`src/rtl/crpm_defines.svh`:
```
// constants of the lock monitor and ppm tolerance slice
`ifndef CRPM_DEFINES_SVH
`define CRPM_DEFINES_SVH

// ----------------------------------------
// register offsets
// ----------------------------------------
`define CRPM_ADDR_W 8
`define CRPM_DATA_W 8
`define CRPM_OFS_LOCK_PWR 8'h34
`define CRPM_OFS_PPM_TOL 8'h35
`define CRPM_RD_UNMAPPED 8'h00

// ----------------------------------------
// field positions
// ----------------------------------------
`define CRPM_BIT_PPM_RDY 7
`define CRPM_BIT_LP_DIS 6
`define CRPM_FLD_RECHK_HI 5
`define CRPM_FLD_RECHK_LO 4
`define CRPM_FLD_SCALE_HI 7
`define CRPM_FLD_SCALE_LO 6
`define CRPM_BIT_FETCH 5
`define CRPM_FLD_FRAC_HI 3
`define CRPM_FLD_FRAC_LO 1

// ----------------------------------------
// reset values
// ----------------------------------------
`define CRPM_RST_LOCK_PWR 8'h3F
`define CRPM_RST_PPM_TOL 8'h1F

// ----------------------------------------
// tolerance scale codes
// ----------------------------------------
`define CRPM_SCALE_X1 2'h0
`define CRPM_SCALE_X1P 2'h1
`define CRPM_SCALE_X2 2'h2
`define CRPM_SCALE_X2P 2'h3

// ----------------------------------------
// widths and timing
// ----------------------------------------
`define CRPM_PPM_W 16
`define CRPM_TOL_W 10
`define CRPM_PD_CNT_W 24
`define CRPM_PD_TIME_MS 100
`define CRPM_CLK_MHZ 100
`define CRPM_CYC_PER_MS_MHZ 1000

`endif

```
`src/rtl/crpm_pkg.sv`:
```
// types of the lock monitor and ppm tolerance slice
`include "crpm_defines.svh"

package crpm_pkg;

    typedef enum logic [1:0] {
        LK_UNLOCKED,
        LK_LOCKED,
        LK_RECHECK
    } crpm_lock_state_type;

    typedef struct packed {
        logic s1;
        logic s2;
        logic s3;
        logic q;
    } crpm_sync_type;

    typedef struct packed {
        crpm_lock_state_type lock_state;
        logic [1:0] recheck_cnt;
        logic lock;
        logic [`CRPM_DATA_W-1:0] lock_pwr;
        logic [`CRPM_DATA_W-1:0] ppm_tol;
        logic [`CRPM_PPM_W-1:0] ppm_result;
        logic [`CRPM_TOL_W-1:0] tol_scaled;
        logic [`CRPM_PD_CNT_W-1:0] pd_cnt;
        logic power_down;
        logic [`CRPM_DATA_W-1:0] rdata;
    } crpm_state_type;

endpackage

```
`src/rtl/crpm_sync.sv`:
```
// three-stage synchroniser with agreement filter for one pin input
`timescale 1ns/1ps
`default_nettype none

module crpm_sync #(
    parameter logic RESET_VAL = 1'b0
) (
    input wire logic ref_clk,
    input wire logic arst_n,
    input wire logic ce,
    input wire logic d,
    output logic q
);

    localparam crpm_pkg::crpm_sync_type RST = '{s1: RESET_VAL, s2: RESET_VAL, s3: RESET_VAL, q: RESET_VAL};

    crpm_pkg::crpm_sync_type st_ff;
    crpm_pkg::crpm_sync_type nxt_st;

    always_comb begin
        nxt_st = st_ff;
        nxt_st.s1 = d;
        nxt_st.s2 = st_ff.s1;
        nxt_st.s3 = st_ff.s2;
        // a change counts only once the last two stages agree
        if (st_ff.s2 == st_ff.s3) begin
            nxt_st.q = st_ff.s3;
        end
    end

    always_ff @(posedge ref_clk or negedge arst_n) begin
        if (!arst_n) begin
            st_ff <= RST;
        end else if (ce) begin
            st_ff <= nxt_st;
        end
    end

    assign q = st_ff.q;

endmodule

`default_nettype wire

```
`src/rtl/crpm_top.sv`:
```
// per-channel cdr lock monitor, ppm tolerance scaling, ppm capture and power-down timer
`timescale 1ns/1ps
`default_nettype none
`include "crpm_defines.svh"

module crpm_top #(
    parameter int unsigned PD_CYCLES = `CRPM_PD_TIME_MS * `CRPM_CYC_PER_MS_MHZ * `CRPM_CLK_MHZ
) (
    input wire logic ref_clk,
    input wire logic arst_n,
    input wire logic ce,
    input wire logic reg_wr,
    input wire logic reg_rd,
    input wire logic [`CRPM_ADDR_W-1:0] reg_addr,
    input wire logic [`CRPM_DATA_W-1:0] reg_wdata,
    output logic [`CRPM_DATA_W-1:0] reg_rdata,
    input wire logic sig_detect,
    input wire logic lock_crit_ok,
    input wire logic lock_check_tick,
    input wire logic [`CRPM_PPM_W-1:0] ppm_count,
    input wire logic ppm_count_valid,
    input wire logic [`CRPM_DATA_W-1:0] ppm_delta_base,
    output logic cdr_lock,
    output logic power_down,
    output logic [`CRPM_PPM_W-1:0] ppm_result,
    output logic [`CRPM_TOL_W-1:0] ppm_tol_scaled
);

    localparam logic [`CRPM_PD_CNT_W-1:0] PD_LAST = `CRPM_PD_CNT_W'(PD_CYCLES - 1);

    localparam crpm_pkg::crpm_state_type RST = '{
        lock_state: crpm_pkg::LK_UNLOCKED,
        recheck_cnt: 2'h0,
        lock: 1'b0,
        lock_pwr: `CRPM_RST_LOCK_PWR,
        ppm_tol: `CRPM_RST_PPM_TOL,
        ppm_result: `CRPM_PPM_W'(0),
        tol_scaled: `CRPM_TOL_W'(0),
        pd_cnt: `CRPM_PD_CNT_W'(0),
        power_down: 1'b0,
        rdata: `CRPM_RD_UNMAPPED
    };

    crpm_pkg::crpm_state_type st_ff;
    crpm_pkg::crpm_state_type nxt_st;

    logic sd_sync;
    logic crit_sync;
    logic [1:0] recheck_max;
    logic [1:0] scale;
    logic [`CRPM_TOL_W-1:0] base_w;
    logic [`CRPM_TOL_W-1:0] frac_w;
    logic wr_lock_pwr;
    logic wr_ppm_tol;

    // ----------------------------------------
    // pin input synchronisers
    // ----------------------------------------
    crpm_sync #(.RESET_VAL(1'b0)) u_sync_sd (
        .ref_clk(ref_clk),
        .arst_n(arst_n),
        .ce(ce),
        .d(sig_detect),
        .q(sd_sync)
    );

    crpm_sync #(.RESET_VAL(1'b0)) u_sync_crit (
        .ref_clk(ref_clk),
        .arst_n(arst_n),
        .ce(ce),
        .d(lock_crit_ok),
        .q(crit_sync)
    );

    // ----------------------------------------
    // field decode
    // ----------------------------------------
    assign recheck_max = st_ff.lock_pwr[`CRPM_FLD_RECHK_HI:`CRPM_FLD_RECHK_LO];
    assign scale = st_ff.ppm_tol[`CRPM_FLD_SCALE_HI:`CRPM_FLD_SCALE_LO];
    assign base_w = `CRPM_TOL_W'(ppm_delta_base);
    assign frac_w = `CRPM_TOL_W'(ppm_delta_base[`CRPM_FLD_FRAC_HI:`CRPM_FLD_FRAC_LO]);
    assign wr_lock_pwr = reg_wr && (reg_addr == `CRPM_OFS_LOCK_PWR);
    assign wr_ppm_tol = reg_wr && (reg_addr == `CRPM_OFS_PPM_TOL);

    always_comb begin
        nxt_st = st_ff;

        // ----------------------------------------
        // register writes
        // ----------------------------------------
        if (wr_lock_pwr) begin
            nxt_st.lock_pwr = reg_wdata;
        end
        // done clears the fetch bit; a write in the same cycle wins
        if (st_ff.ppm_tol[`CRPM_BIT_FETCH]) begin
            nxt_st.ppm_tol[`CRPM_BIT_FETCH] = 1'b0;
        end
        if (wr_ppm_tol) begin
            nxt_st.ppm_tol = reg_wdata;
        end

        // ----------------------------------------
        // ppm error capture
        // ----------------------------------------
        if (st_ff.ppm_tol[`CRPM_BIT_FETCH]) begin
            nxt_st.ppm_result = ppm_count;
            nxt_st.lock_pwr[`CRPM_BIT_PPM_RDY] = 1'b1;
        end else if (ppm_count_valid) begin
            nxt_st.ppm_result = ppm_count;
            nxt_st.lock_pwr[`CRPM_BIT_PPM_RDY] = 1'b1;
        end

        // ----------------------------------------
        // tolerance scaling
        // ----------------------------------------
        case (scale)
            `CRPM_SCALE_X1: nxt_st.tol_scaled = base_w;
            `CRPM_SCALE_X1P: nxt_st.tol_scaled = base_w + frac_w;
            `CRPM_SCALE_X2: nxt_st.tol_scaled = base_w << 1;
            `CRPM_SCALE_X2P: nxt_st.tol_scaled = (base_w << 1) + frac_w;
            default: nxt_st.tol_scaled = base_w;
        endcase

        // ----------------------------------------
        // lock monitor
        // ----------------------------------------
        if (lock_check_tick) begin
            case (st_ff.lock_state)
                crpm_pkg::LK_UNLOCKED: begin
                    if (crit_sync) begin
                        nxt_st.lock_state = crpm_pkg::LK_LOCKED;
                        nxt_st.lock = 1'b1;
                        nxt_st.recheck_cnt = 2'h0;
                    end
                end
                crpm_pkg::LK_LOCKED: begin
                    if (!crit_sync) begin
                        if (recheck_max == 2'h0) begin
                            nxt_st.lock_state = crpm_pkg::LK_UNLOCKED;
                            nxt_st.lock = 1'b0;
                        end else begin
                            nxt_st.lock_state = crpm_pkg::LK_RECHECK;
                            nxt_st.recheck_cnt = 2'h1;
                        end
                    end
                end
                crpm_pkg::LK_RECHECK: begin
                    if (crit_sync) begin
                        nxt_st.lock_state = crpm_pkg::LK_LOCKED;
                        nxt_st.recheck_cnt = 2'h0;
                    end else if (st_ff.recheck_cnt >= recheck_max) begin
                        nxt_st.lock_state = crpm_pkg::LK_UNLOCKED;
                        nxt_st.lock = 1'b0;
                        nxt_st.recheck_cnt = 2'h0;
                    end else begin
                        nxt_st.recheck_cnt = st_ff.recheck_cnt + 2'h1;
                    end
                end
                default: begin
                    nxt_st.lock_state = crpm_pkg::LK_UNLOCKED;
                    nxt_st.lock = 1'b0;
                    nxt_st.recheck_cnt = 2'h0;
                end
            endcase
        end

        // ----------------------------------------
        // signal-loss power-down timer
        // ----------------------------------------
        if (sd_sync || st_ff.lock_pwr[`CRPM_BIT_LP_DIS]) begin
            nxt_st.pd_cnt = `CRPM_PD_CNT_W'(0);
            nxt_st.power_down = 1'b0;
        end else if (st_ff.pd_cnt >= PD_LAST) begin
            nxt_st.power_down = 1'b1;
        end else begin
            nxt_st.pd_cnt = st_ff.pd_cnt + `CRPM_PD_CNT_W'(1);
        end

        // ----------------------------------------
        // register reads
        // ----------------------------------------
        if (reg_rd) begin
            case (reg_addr)
                `CRPM_OFS_LOCK_PWR: nxt_st.rdata = st_ff.lock_pwr;
                `CRPM_OFS_PPM_TOL: nxt_st.rdata = st_ff.ppm_tol;
                default: nxt_st.rdata = `CRPM_RD_UNMAPPED;
            endcase
        end
    end

    // ----------------------------------------
    // state register
    // ----------------------------------------
    always_ff @(posedge ref_clk or negedge arst_n) begin
        if (!arst_n) begin
            st_ff <= RST;
        end else if (ce) begin
            st_ff <= nxt_st;
        end
    end

    // ----------------------------------------
    // outputs
    // ----------------------------------------
    assign reg_rdata = st_ff.rdata;
    assign cdr_lock = st_ff.lock;
    assign power_down = st_ff.power_down;
    assign ppm_result = st_ff.ppm_result;
    assign ppm_tol_scaled = st_ff.tol_scaled;

endmodule

`default_nettype wire

```
`config.mk`:
```
export PLATFORM = sky130hd
export DESIGN_NAME = crpm_top
export DESIGN_NICKNAME = d
export VERILOG_FILES = /design/src/rtl/crpm_pkg.sv /design/src/rtl/crpm_sync.sv /design/src/rtl/crpm_top.sv
export VERILOG_INCLUDE_DIRS = /design/src /design/src/rtl
export SDC_FILE = /design/constraint.sdc
export NUM_CORES = 1
export LEC_CHECK = 0
export BUFFER_PORTS_ARGS = -buffer_cell sky130_fd_sc_hd__buf_4
export CAP_MARGIN = 20
export CELL_PAD_IN_SITES_DETAIL_PLACEMENT = 0
export CELL_PAD_IN_SITES_GLOBAL_PLACEMENT = 2
export CORE_MARGIN = 4
export CORE_UTILIZATION = 38
export DETAILED_ROUTE_END_ITERATION = 8
export GPL_ROUTABILITY_DRIVEN = 0
export GPL_TIMING_DRIVEN = 0
export PLACE_DENSITY = 0.85
export SYNTH_ARGS = -nofsm -noshare
export SYNTH_HDL_FRONTEND = slang
export SYNTH_HIERARCHICAL = 1
export SYNTH_SLANG_ARGS = --single-unit
```
`constraint.sdc`:
```
create_clock -name ref_clk -period 3.8 [get_ports ref_clk]
set_clock_uncertainty 0.1 [all_clocks]
set_input_delay 0.38 -clock ref_clk [delete_from_list [all_inputs] [get_ports ref_clk]]
set_output_delay 0.38 -clock ref_clk [all_outputs]
set_load 0.03 [all_outputs]
```
==> run_results.csv, run 1 <==
group,metric,value,unit
run_status,status,"complete, no violations",
die,floorplan.die_area,0.0154,mm2
clock_network,cts_setup_buffers,0,
global_route,initial_antenna_violation_count,0,
synth,most_used_flip_flop_cell_after_synthesis,"sky130_fd_sc_hd__dfrtp_1",
setup_path,critical_path_end_type,"register",
cells_and_area,multiInputGateArea,0.00248,mm2
detailed_routing,detailedRoute.firstIterationViolations,297,
synth,synth-warning-count,6,
sta,worst_tran_pin_value,0.747,ns
setup_path,cp_data_required_time,3.91,ns
synth,postSynth.asyncResetShare,100,%
placement,io_buffers,83,
setup_path,endpoint_of_the_most_critical_register_to_register_path,"st_ff[14]",
clock_network,clock_insertion_delay_worst_skew,0.34,ns
sta,whs,0.169,ns
setup_path,crit_path_max_fanout,10,
setup_path,setup.reg_to_reg.worst_slack,1.35,ns
pwr,static_leakage,2.83,nW
synth,number_of_synthesized_flops_with_an_enable_pin,0,
sta,summed_negative_setup_slack_over_all_endpoints,0,ns
clock_network,holdBufCountCts,1,
clock_network,clock_path_buffers,2,
pwr,ir_worst_vdd,204,uV
cells_and_area,final-seq-area,0.00222,mm2
synth,synth_nets,577,
synth,netlist.top_cell.by_area,"sky130_fd_sc_hd__dfrtp_1",
clock_network,cts_buffers,9,
synth,synth_cell_types,71,
min_path,holdCritStartpoint,"ppm_count[5]",
detailed_routing,drt_drc,0,
cells_and_area,drive_gt1_share,33.7,%
global_route,globalRouteOverflowTotal,0,
setup_path,worst-r2r-cell-count,8,
min_path,worst_hold_path_type,"in2reg",
detailed_routing,route.final.wire_length,12900,um
synth,synth_top_area_share,37.5,%
sta,timing.final.hold_violations,0,
die,floorplan.die.width,124,um
detailed_routing,vias,4294,
synth,post_synthesis_sequential_element_count,88,
sta,rsz0062_at_grt,"false",
min_path,instance_count_along_the_most_critical_hold_path,2,
detailed_routing,postRouteAntennaNets,0,
pwr,power.density_cell_area,463,mW/mm2
clock_network,tritoncts,"done",
clock_network,path_clk_slew,0.06,ns
synth,syn_area,0.00514,mm2
cells_and_area,nNetsFinal,673,
clock_network,post_cts_resize_count,0,
global_route,grt.total_usage,16.9,%
clock_network,cts-root-buf,"sky130_fd_sc_hd__clkbuf_16",
cells_and_area,antenna_cells,0,
die,core,0.0132,mm2
clock_network,cts_num_sinks,88,
cells_and_area,syn_to_final_growth,23.7,%
synth,synth-seq-area-share,43.1,%
sta,f_max,409,MHz
clock_network,clock_tree.htree_level_count,3,
placement,detailed_place_hpwl,9290,um
global_route,grt_pass1_wl,21600,um
detailed_routing,drt-vias-per-instance,5.41,
flow_run,max_cap_viol_count,0,
setup_path,startpoint_type,"register",
die,floorplan.die.height,124,um
synth,per_instance_average_area_after_synthesis,9.93,um2
global_route,pin_count_of_the_biggest_net_entering_global_routing,50,
detailed_routing,detail_route.first_pass.iterations,5,
sta,period_minus_slack,2.45,ns
die,top_level_ports,85,
setup_path,crit_start,"st_ff[9]",
global_route,vias_in_the_first_global_route,4215,
sta,worst_slew_margin_rel,49.8,%
min_path,hold_path_end,"ppm_result[5]",
sta,timing.final.crit_share,64.4,%
setup_path,regToRegStartpoint,"st_ff[9]",
sta,slew_viol_final,0,
die,floorplan.initialDensity,38.8,%
detailed_routing,wl_per_cell,16.2,um
die,num_rows,42,
synth,post_synth_inst_count,517,
sta,setup_viol,0,
setup_path,timing.setup.critical_path_class,"reg2reg",
cells_and_area,nFillCells,1238,
synth,synthTopCellsByArea,"sky130_fd_sc_hd__dfrtp_1 (38%), sky130_fd_sc_hd__mux2_2 (8.3%), sky130_fd_sc_hd__dfstp_2 (5.6%)",
setup_path,crit_arrival,2.56,ns
cell usage in the layout, fill, tap and decap left out, drive strengths merged, types with 4 or more instances in the layout:
| master | synthesis | final |
|---|---|---|
| nor2b | 4 | 4 |
| a31oi | 6 | 6 |
| a22oi | 8 | 8 |
| o31ai | 6 | 6 |
| dfstp | 11 | 11 |
| inv | 16 | 16 |
| nand2 | 54 | 54 |
| nor2 | 23 | 23 |
| nand2b | 4 | 4 |
| a21oi | 9 | 9 |
| mux2 | 38 | 38 |
| nand4 | 16 | 16 |
| nand3 | 30 | 30 |
| o21ai | 28 | 28 |
| ha | 9 | 9 |
| o211ai | 9 | 9 |
| dfrtp | 77 | 77 |
| a41oi | 4 | 4 |
| and3 | 15 | 15 |
| nor3 | 18 | 18 |
| buf | 44 | 128 |
| o311ai | 8 | 8 |
| clkbuf | 15 | 27 |
| o2bb2ai | 4 | 4 |
registers in the layout (all words and copies together) (netlist names):
signal and cells:
u_sync_sd/nxt_st 2, u_sync_crit/nxt_st 2, st_ff 40, cdr_lock 1
recheck_max 2, u_sync_sd/st_ff 1, u_sync_sd/q 1, scale 2
ppm_tol_scaled 10, u_sync_crit/q 1, u_sync_crit/st_ff 1, power_down 1
ppm_result 16, reg_rdata 8
metrics by stage:
step,util [%],power (mW),worst slack [ns],std cells,cell area [um2]
floorplan,-,1.70,1.76,517,5140
global placement,45.2,1.94,1.36,776,5980
detailed placement,45.4,1.97,1.36,777,6010
CTS,48.0,2.98,1.35,794,6350
global route,48.0,3.11,1.14,794,6350
finish,48.0,2.94,1.35,794,6350
synthesized netlist by cell type (3+ instances only):
library cell	n
sky130_fd_sc_hd__dfrtp_1	77
sky130_fd_sc_hd__nand2_1	54
sky130_fd_sc_hd__mux2_2	38
sky130_fd_sc_hd__buf_4	37
sky130_fd_sc_hd__nand3_1	29
sky130_fd_sc_hd__o21ai_0	27
sky130_fd_sc_hd__nor2_1	23
sky130_fd_sc_hd__and3_1	15
sky130_fd_sc_hd__inv_1	15
sky130_fd_sc_hd__clkbuf_1	14
sky130_fd_sc_hd__nand4_1	14
sky130_fd_sc_hd__nor3_1	14
sky130_fd_sc_hd__dfstp_2	11
sky130_fd_sc_hd__a21oi_1	9
sky130_fd_sc_hd__ha_1	9
sky130_fd_sc_hd__o211ai_1	9
sky130_fd_sc_hd__a22oi_1	8
sky130_fd_sc_hd__o311ai_0	7
sky130_fd_sc_hd__a31oi_1	6
sky130_fd_sc_hd__o31ai_1	6
sky130_fd_sc_hd__a41oi_1	4
sky130_fd_sc_hd__buf_2	4
sky130_fd_sc_hd__nand2b_1	4
sky130_fd_sc_hd__nor2b_1	4
sky130_fd_sc_hd__o2bb2ai_1	4
sky130_fd_sc_hd__a21o_1	3
sky130_fd_sc_hd__a31o_2	3
sky130_fd_sc_hd__a32oi_1	3
sky130_fd_sc_hd__and4_1	3
sky130_fd_sc_hd__nand4b_1	3
sky130_fd_sc_hd__nor3_4	3
sky130_fd_sc_hd__nor4_1	3
sky130_fd_sc_hd__or3_1	3
sky130_fd_sc_hd__xnor2_1	3
sky130_fd_sc_hd__xor2_1	3
worst max-delay path by stage:
stage               cells past startpoint  slack (ns)           endpoint
floorplan                               6        1.76  ppm_tol_scaled[2]
global placement                        7        1.36          st_ff[15]
detailed placement                      7        1.36          st_ff[15]
CTS                                     8        1.35          st_ff[14]
global route                            8        1.14          st_ff[31]
finish                                  8        1.35          st_ff[14]
area by class of cell:
type | count | area share [%]
multi-input cells | 353 | 39.1
flip-flops and latches | 88 | 34.9
repair buffers | 85 | 10.4
plain buffers | 59 | 5.89
clock buffers | 12 | 4.04
well taps | 176 | 3.47
clock inverters | 4 | 1.22
inverters | 17 | 1.00
cell families after synthesis:
group / Yosys count / share of synthesized area, %
and+or+nand+nor: 189 / 20.4
AOI/OAI and AO/OA: 105 / 14.4
DFF: 88 / 43.1
buffers and inverters: 76 / 8.53
muxes: 42 / 9.60
adders and majority gates: 11 / 2.97
xor gates and xnor gates: 6 / 1.02
critical path: stages, from the launching register on:
cell and delay, ns:
sky130_fd_sc_hd__dfrtp_1 0.41, sky130_fd_sc_hd__ha_1 0.16, sky130_fd_sc_hd__clkbuf_1 0.27, sky130_fd_sc_hd__nand2_1 0.11, sky130_fd_sc_hd__o21ai_0 0.28, sky130_fd_sc_hd__nand4_2 0.33
sky130_fd_sc_hd__buf_2 0.32, sky130_fd_sc_hd__a32oi_1 0.22, sky130_fd_sc_hd__o21ai_0 0.11
routing by layer:
layer	routed length, um	vias up	global-route usage (%)
met3	613	28	3.09
li1	-	2078	-
met2	5830	123	25.4
met5	0	-	0
met4	292	0	6.32
met1	6150	2065	24.3
power by group:
group	internal (mW)	total, mW	switching (mW)
logic	0.311	0.695	0.384
registers	1.09	1.26	0.169
clock network	0.615	0.986	0.371
total	2.01	2.94	0.924
Note: power is estimated with default switching activity, not from simulation.
==> run 2: changes to the inputs <==
- CORE_UTILIZATION: 38 -> 32
- PLACE_DENSITY: 0.85 -> 0.76
- clock period: 3.8 -> 2 ns (I/O delays scaled with it)
==> run 2 against run 1 <==
  * Maximum frequency is 23% higher
  * Flip-flop and latch count stayed put
  * Non-clock buffer count is 35 higher
  * Sequential power is 93% higher
  * Hold slack worse by 0.15 ns
  * Critical path depth is 3 lower
  * Largest power group unchanged
  * Cell count is 9.4% higher
  * Clock power is 78% higher
  * Largest cell class unchanged
  * Global-route usage is 1.2 points lower
  * Via count is 1.4% higher
  * Setup slack worse by 1.3 ns
  * Design area is 9.1% higher
==> run_results.csv, run 2 (synthesis gave the netlist of run 1 again) <==
group,metric,value,unit
setup_path,timing.critical_path.cells,"ha_4 -> nand2b_4 -> a2111o_1 -> or3_1 -> o31ai_1",
setup_path,timing.setup.critical_path_class,"reg2reg",
placement,detailed_place_hpwl,9720,um
detailed_routing,detail_route.first_pass.iterations,4,
clock_network,path_clk_slew,0.07,ns
flow_run,max_cap_viol_count,0,
detailed_routing,wl_per_cell,16.3,um
run_status,status,"complete, no violations",
global_route,initial_antenna_violation_count,0,
setup_path,endpoint_of_the_most_critical_register_to_register_path,"st_ff[77]",
cells_and_area,drive_gt1_share,39.4,%
detailed_routing,drt_drc,0,
cells_and_area,number_of_flip_flops_in_the_largest_register,40,
detailed_routing,route.final.wire_length,14200,um
sta,timing.final.hold_violations,0,
setup_path,crit_path_max_fanout,4,
setup_path,cpPeakStageDelay,0.56,ns
pwr,power.density_cell_area,816,mW/mm2
setup_path,regToRegStartpoint,"recheck_max[0]",
setup_path,cell_depth_of_the_worst_setup_path,5,
die,floorplan.die_area,0.0181,mm2
setup_path,crit_arrival,2.15,ns
global_route,grt_pass1_wl,22800,um
sta,layout_setup_ws,0.00646,ns
cells_and_area,layout.cells.most_common_list,"sky130_fd_sc_hd__buf_4 (129), sky130_fd_sc_hd__dfrtp_1 (68), sky130_fd_sc_hd__nand2_1 (52)",
die,num_rows,46,
clock_network,tritoncts,"done",
placement,io_buffers,83,
clock_network,cts_num_sinks,88,
pwr,ir_worst_vdd,407,uV
cells_and_area,max_flop_register,"st_ff",
sta,worst_slew_margin_rel,55.9,%
setup_path,crit_path_end,"st_ff[77]",
sta,whs,0.0151,ns
detailed_routing,postRouteAntennaNets,0,
min_path,worst_hold_path_type,"in2reg",
detailed_routing,drt-vias-per-instance,5.01,
sta,period_minus_slack,1.99,ns
setup_path,cp_data_required_time,2.16,ns
setup_path,timing.critical_path.slowest_stage_cell,"sky130_fd_sc_hd__dfstp_2",
sta,rsz0062_at_grt,"true",
cells_and_area,syn_to_final_growth,34.9,%
setup_path,worst_path_dominant_cell_family,"compound AO/OA/AOI/OAI gates",
sta,f_max,502,MHz
cells_and_area,antenna_cells,0,
die,floorplan.die.width,135,um
placement,dpl_worst_slack,-0.432,ns
clock_network,clock_tree.htree_level_count,3,
cells_and_area,layout.cells.most_common,"sky130_fd_sc_hd__buf_4",
sta,worst_tran_pin_value,0.661,ns
cells_and_area,nFillCells,1546,
sta,slew_viol_final,0,
clock_network,clock_path_buffers,2,
die,floorplan.initialDensity,32.5,%
setup_path,crit_start,"recheck_max[0]",
setup_path,worst-r2r-cell-count,5,
global_route,pin_count_of_the_biggest_net_entering_global_routing,60,
sta,setup_viol,0,
sta,timing.final.crit_share,99.7,%
setup_path,critical_path_end_type,"register",
clock_network,cts_buffers,9,
setup_path,startpoint_type,"register",
clock_network,clock_insertion_delay_worst_skew,0.35,ns
setup_path,critPathBufInv,0,
setup_path,setup.reg_to_reg.worst_slack,0.006,ns
global_route,globalRouteOverflowTotal,0,
global_route,grt.total_usage,15.7,%
global_route,vias_in_the_first_global_route,4421,
detailed_routing,detailedRoute.firstIterationViolations,312,
cells_and_area,nNetsFinal,708,
detailed_routing,vias,4355,
die,core,0.0158,mm2
clock_network,cts-root-buf,"sky130_fd_sc_hd__clkbuf_16",
pwr,static_leakage,3.06,nW
die,top_level_ports,85,
die,floorplan.die.height,135,um
-- run 2: changes by cell type in the layout (fill, tap and decap cells not counted), sizes merged --
cell	before	now
buf	128	137
bufinv	2	1
clkbuf	27	25
clkinvlp	0	1
dlygate4sd3	1	26
inv	16	19
-- run 2: power breakdown --
part           total (mW)  switching (mW)  internal [mW]
sequential           2.43           0.351           2.08
clock                1.76           0.776          0.983
combinational        1.47           0.786          0.680
total                5.65            1.91           3.74
-- run 2: per-stage QoR --
stage	utilization (%)	cells	power [mW]	instance area (um2)	setup TNS [ns]
finish	43.8	869	5.65	6930	0
CTS	42.5	862	5.67	6720	-0.000787
global placement	38.1	816	3.71	6030	-10.11
detailed placement	38.3	817	3.76	6060	-10.84
floorplan	-	517	3.24	5140	0
global route	43.8	869	5.99	6930	-0.294
-- run 2: what timing repair did --
item / in CTS / in global routing
hold endpoints to repair: 59 / 0
setup buffers: 4 / 6
hold buffers: 26 / 0
setup endpoints to repair: 38 / 34
pin swaps: 3 / 10
cloned: 0 / 1
gates resized for setup: 23 / 41
-- run 2: worst min-delay path by stage --
stage,startpoint,end,cells past startpoint
6_report,reg_wdata[7],scale[1],2
5_1_grt,reg_wdata[7],scale[1],2
4_1_cts,reg_wdata[7],scale[1],2
3_5_place_dp,arst_n,st_ff[19],1
3_3_place_gp,reg_wdata[5],recheck_max[1],3
2_1_floorplan,arst_n,cdr_lock,0
-- run 2: cell type report --
| cell class | instances | area [um2] | area share [%] |
|---|---|---|---|
| Sequential cell | 88 | 2230 | 32.1 |
| Inverter | 17 | 65.1 | 0.939 |
| Timing Repair Buffer | 121 | 991 | 14.3 |
| Buffer | 58 | 402 | 5.80 |
| Clock inverter | 7 | 77.6 | 1.12 |
| Multi-Input combinational cell | 353 | 2670 | 38.6 |
| Tap cell | 216 | 270 | 3.90 |
| Clock buffer | 9 | 225 | 3.25 |
-- run 2: worst reg2reg max path, delay by kind of cell (launching register included) --
kind | cells | cell delay, ns
AOI/OAI and AO/OA | 2 | 0.61
DFF | 1 | 0.56
and+or+nand+nor | 2 | 0.45
adders and majority gates | 1 | 0.19
-- run 2: metal layers --
metal | routed length (um) | track usage (%) | up-vias | share of wire (%)
met5 | 0 | 0 | - | 0
met4 | 161 | 5.09 | 0 | 1.1
met3 | 397 | 2.53 | 11 | 2.8
met2 | 6840 | 25.2 | 69 | 48
met1 | 6770 | 21.7 | 2132 | 48
li1 | - | - | 2143 | -
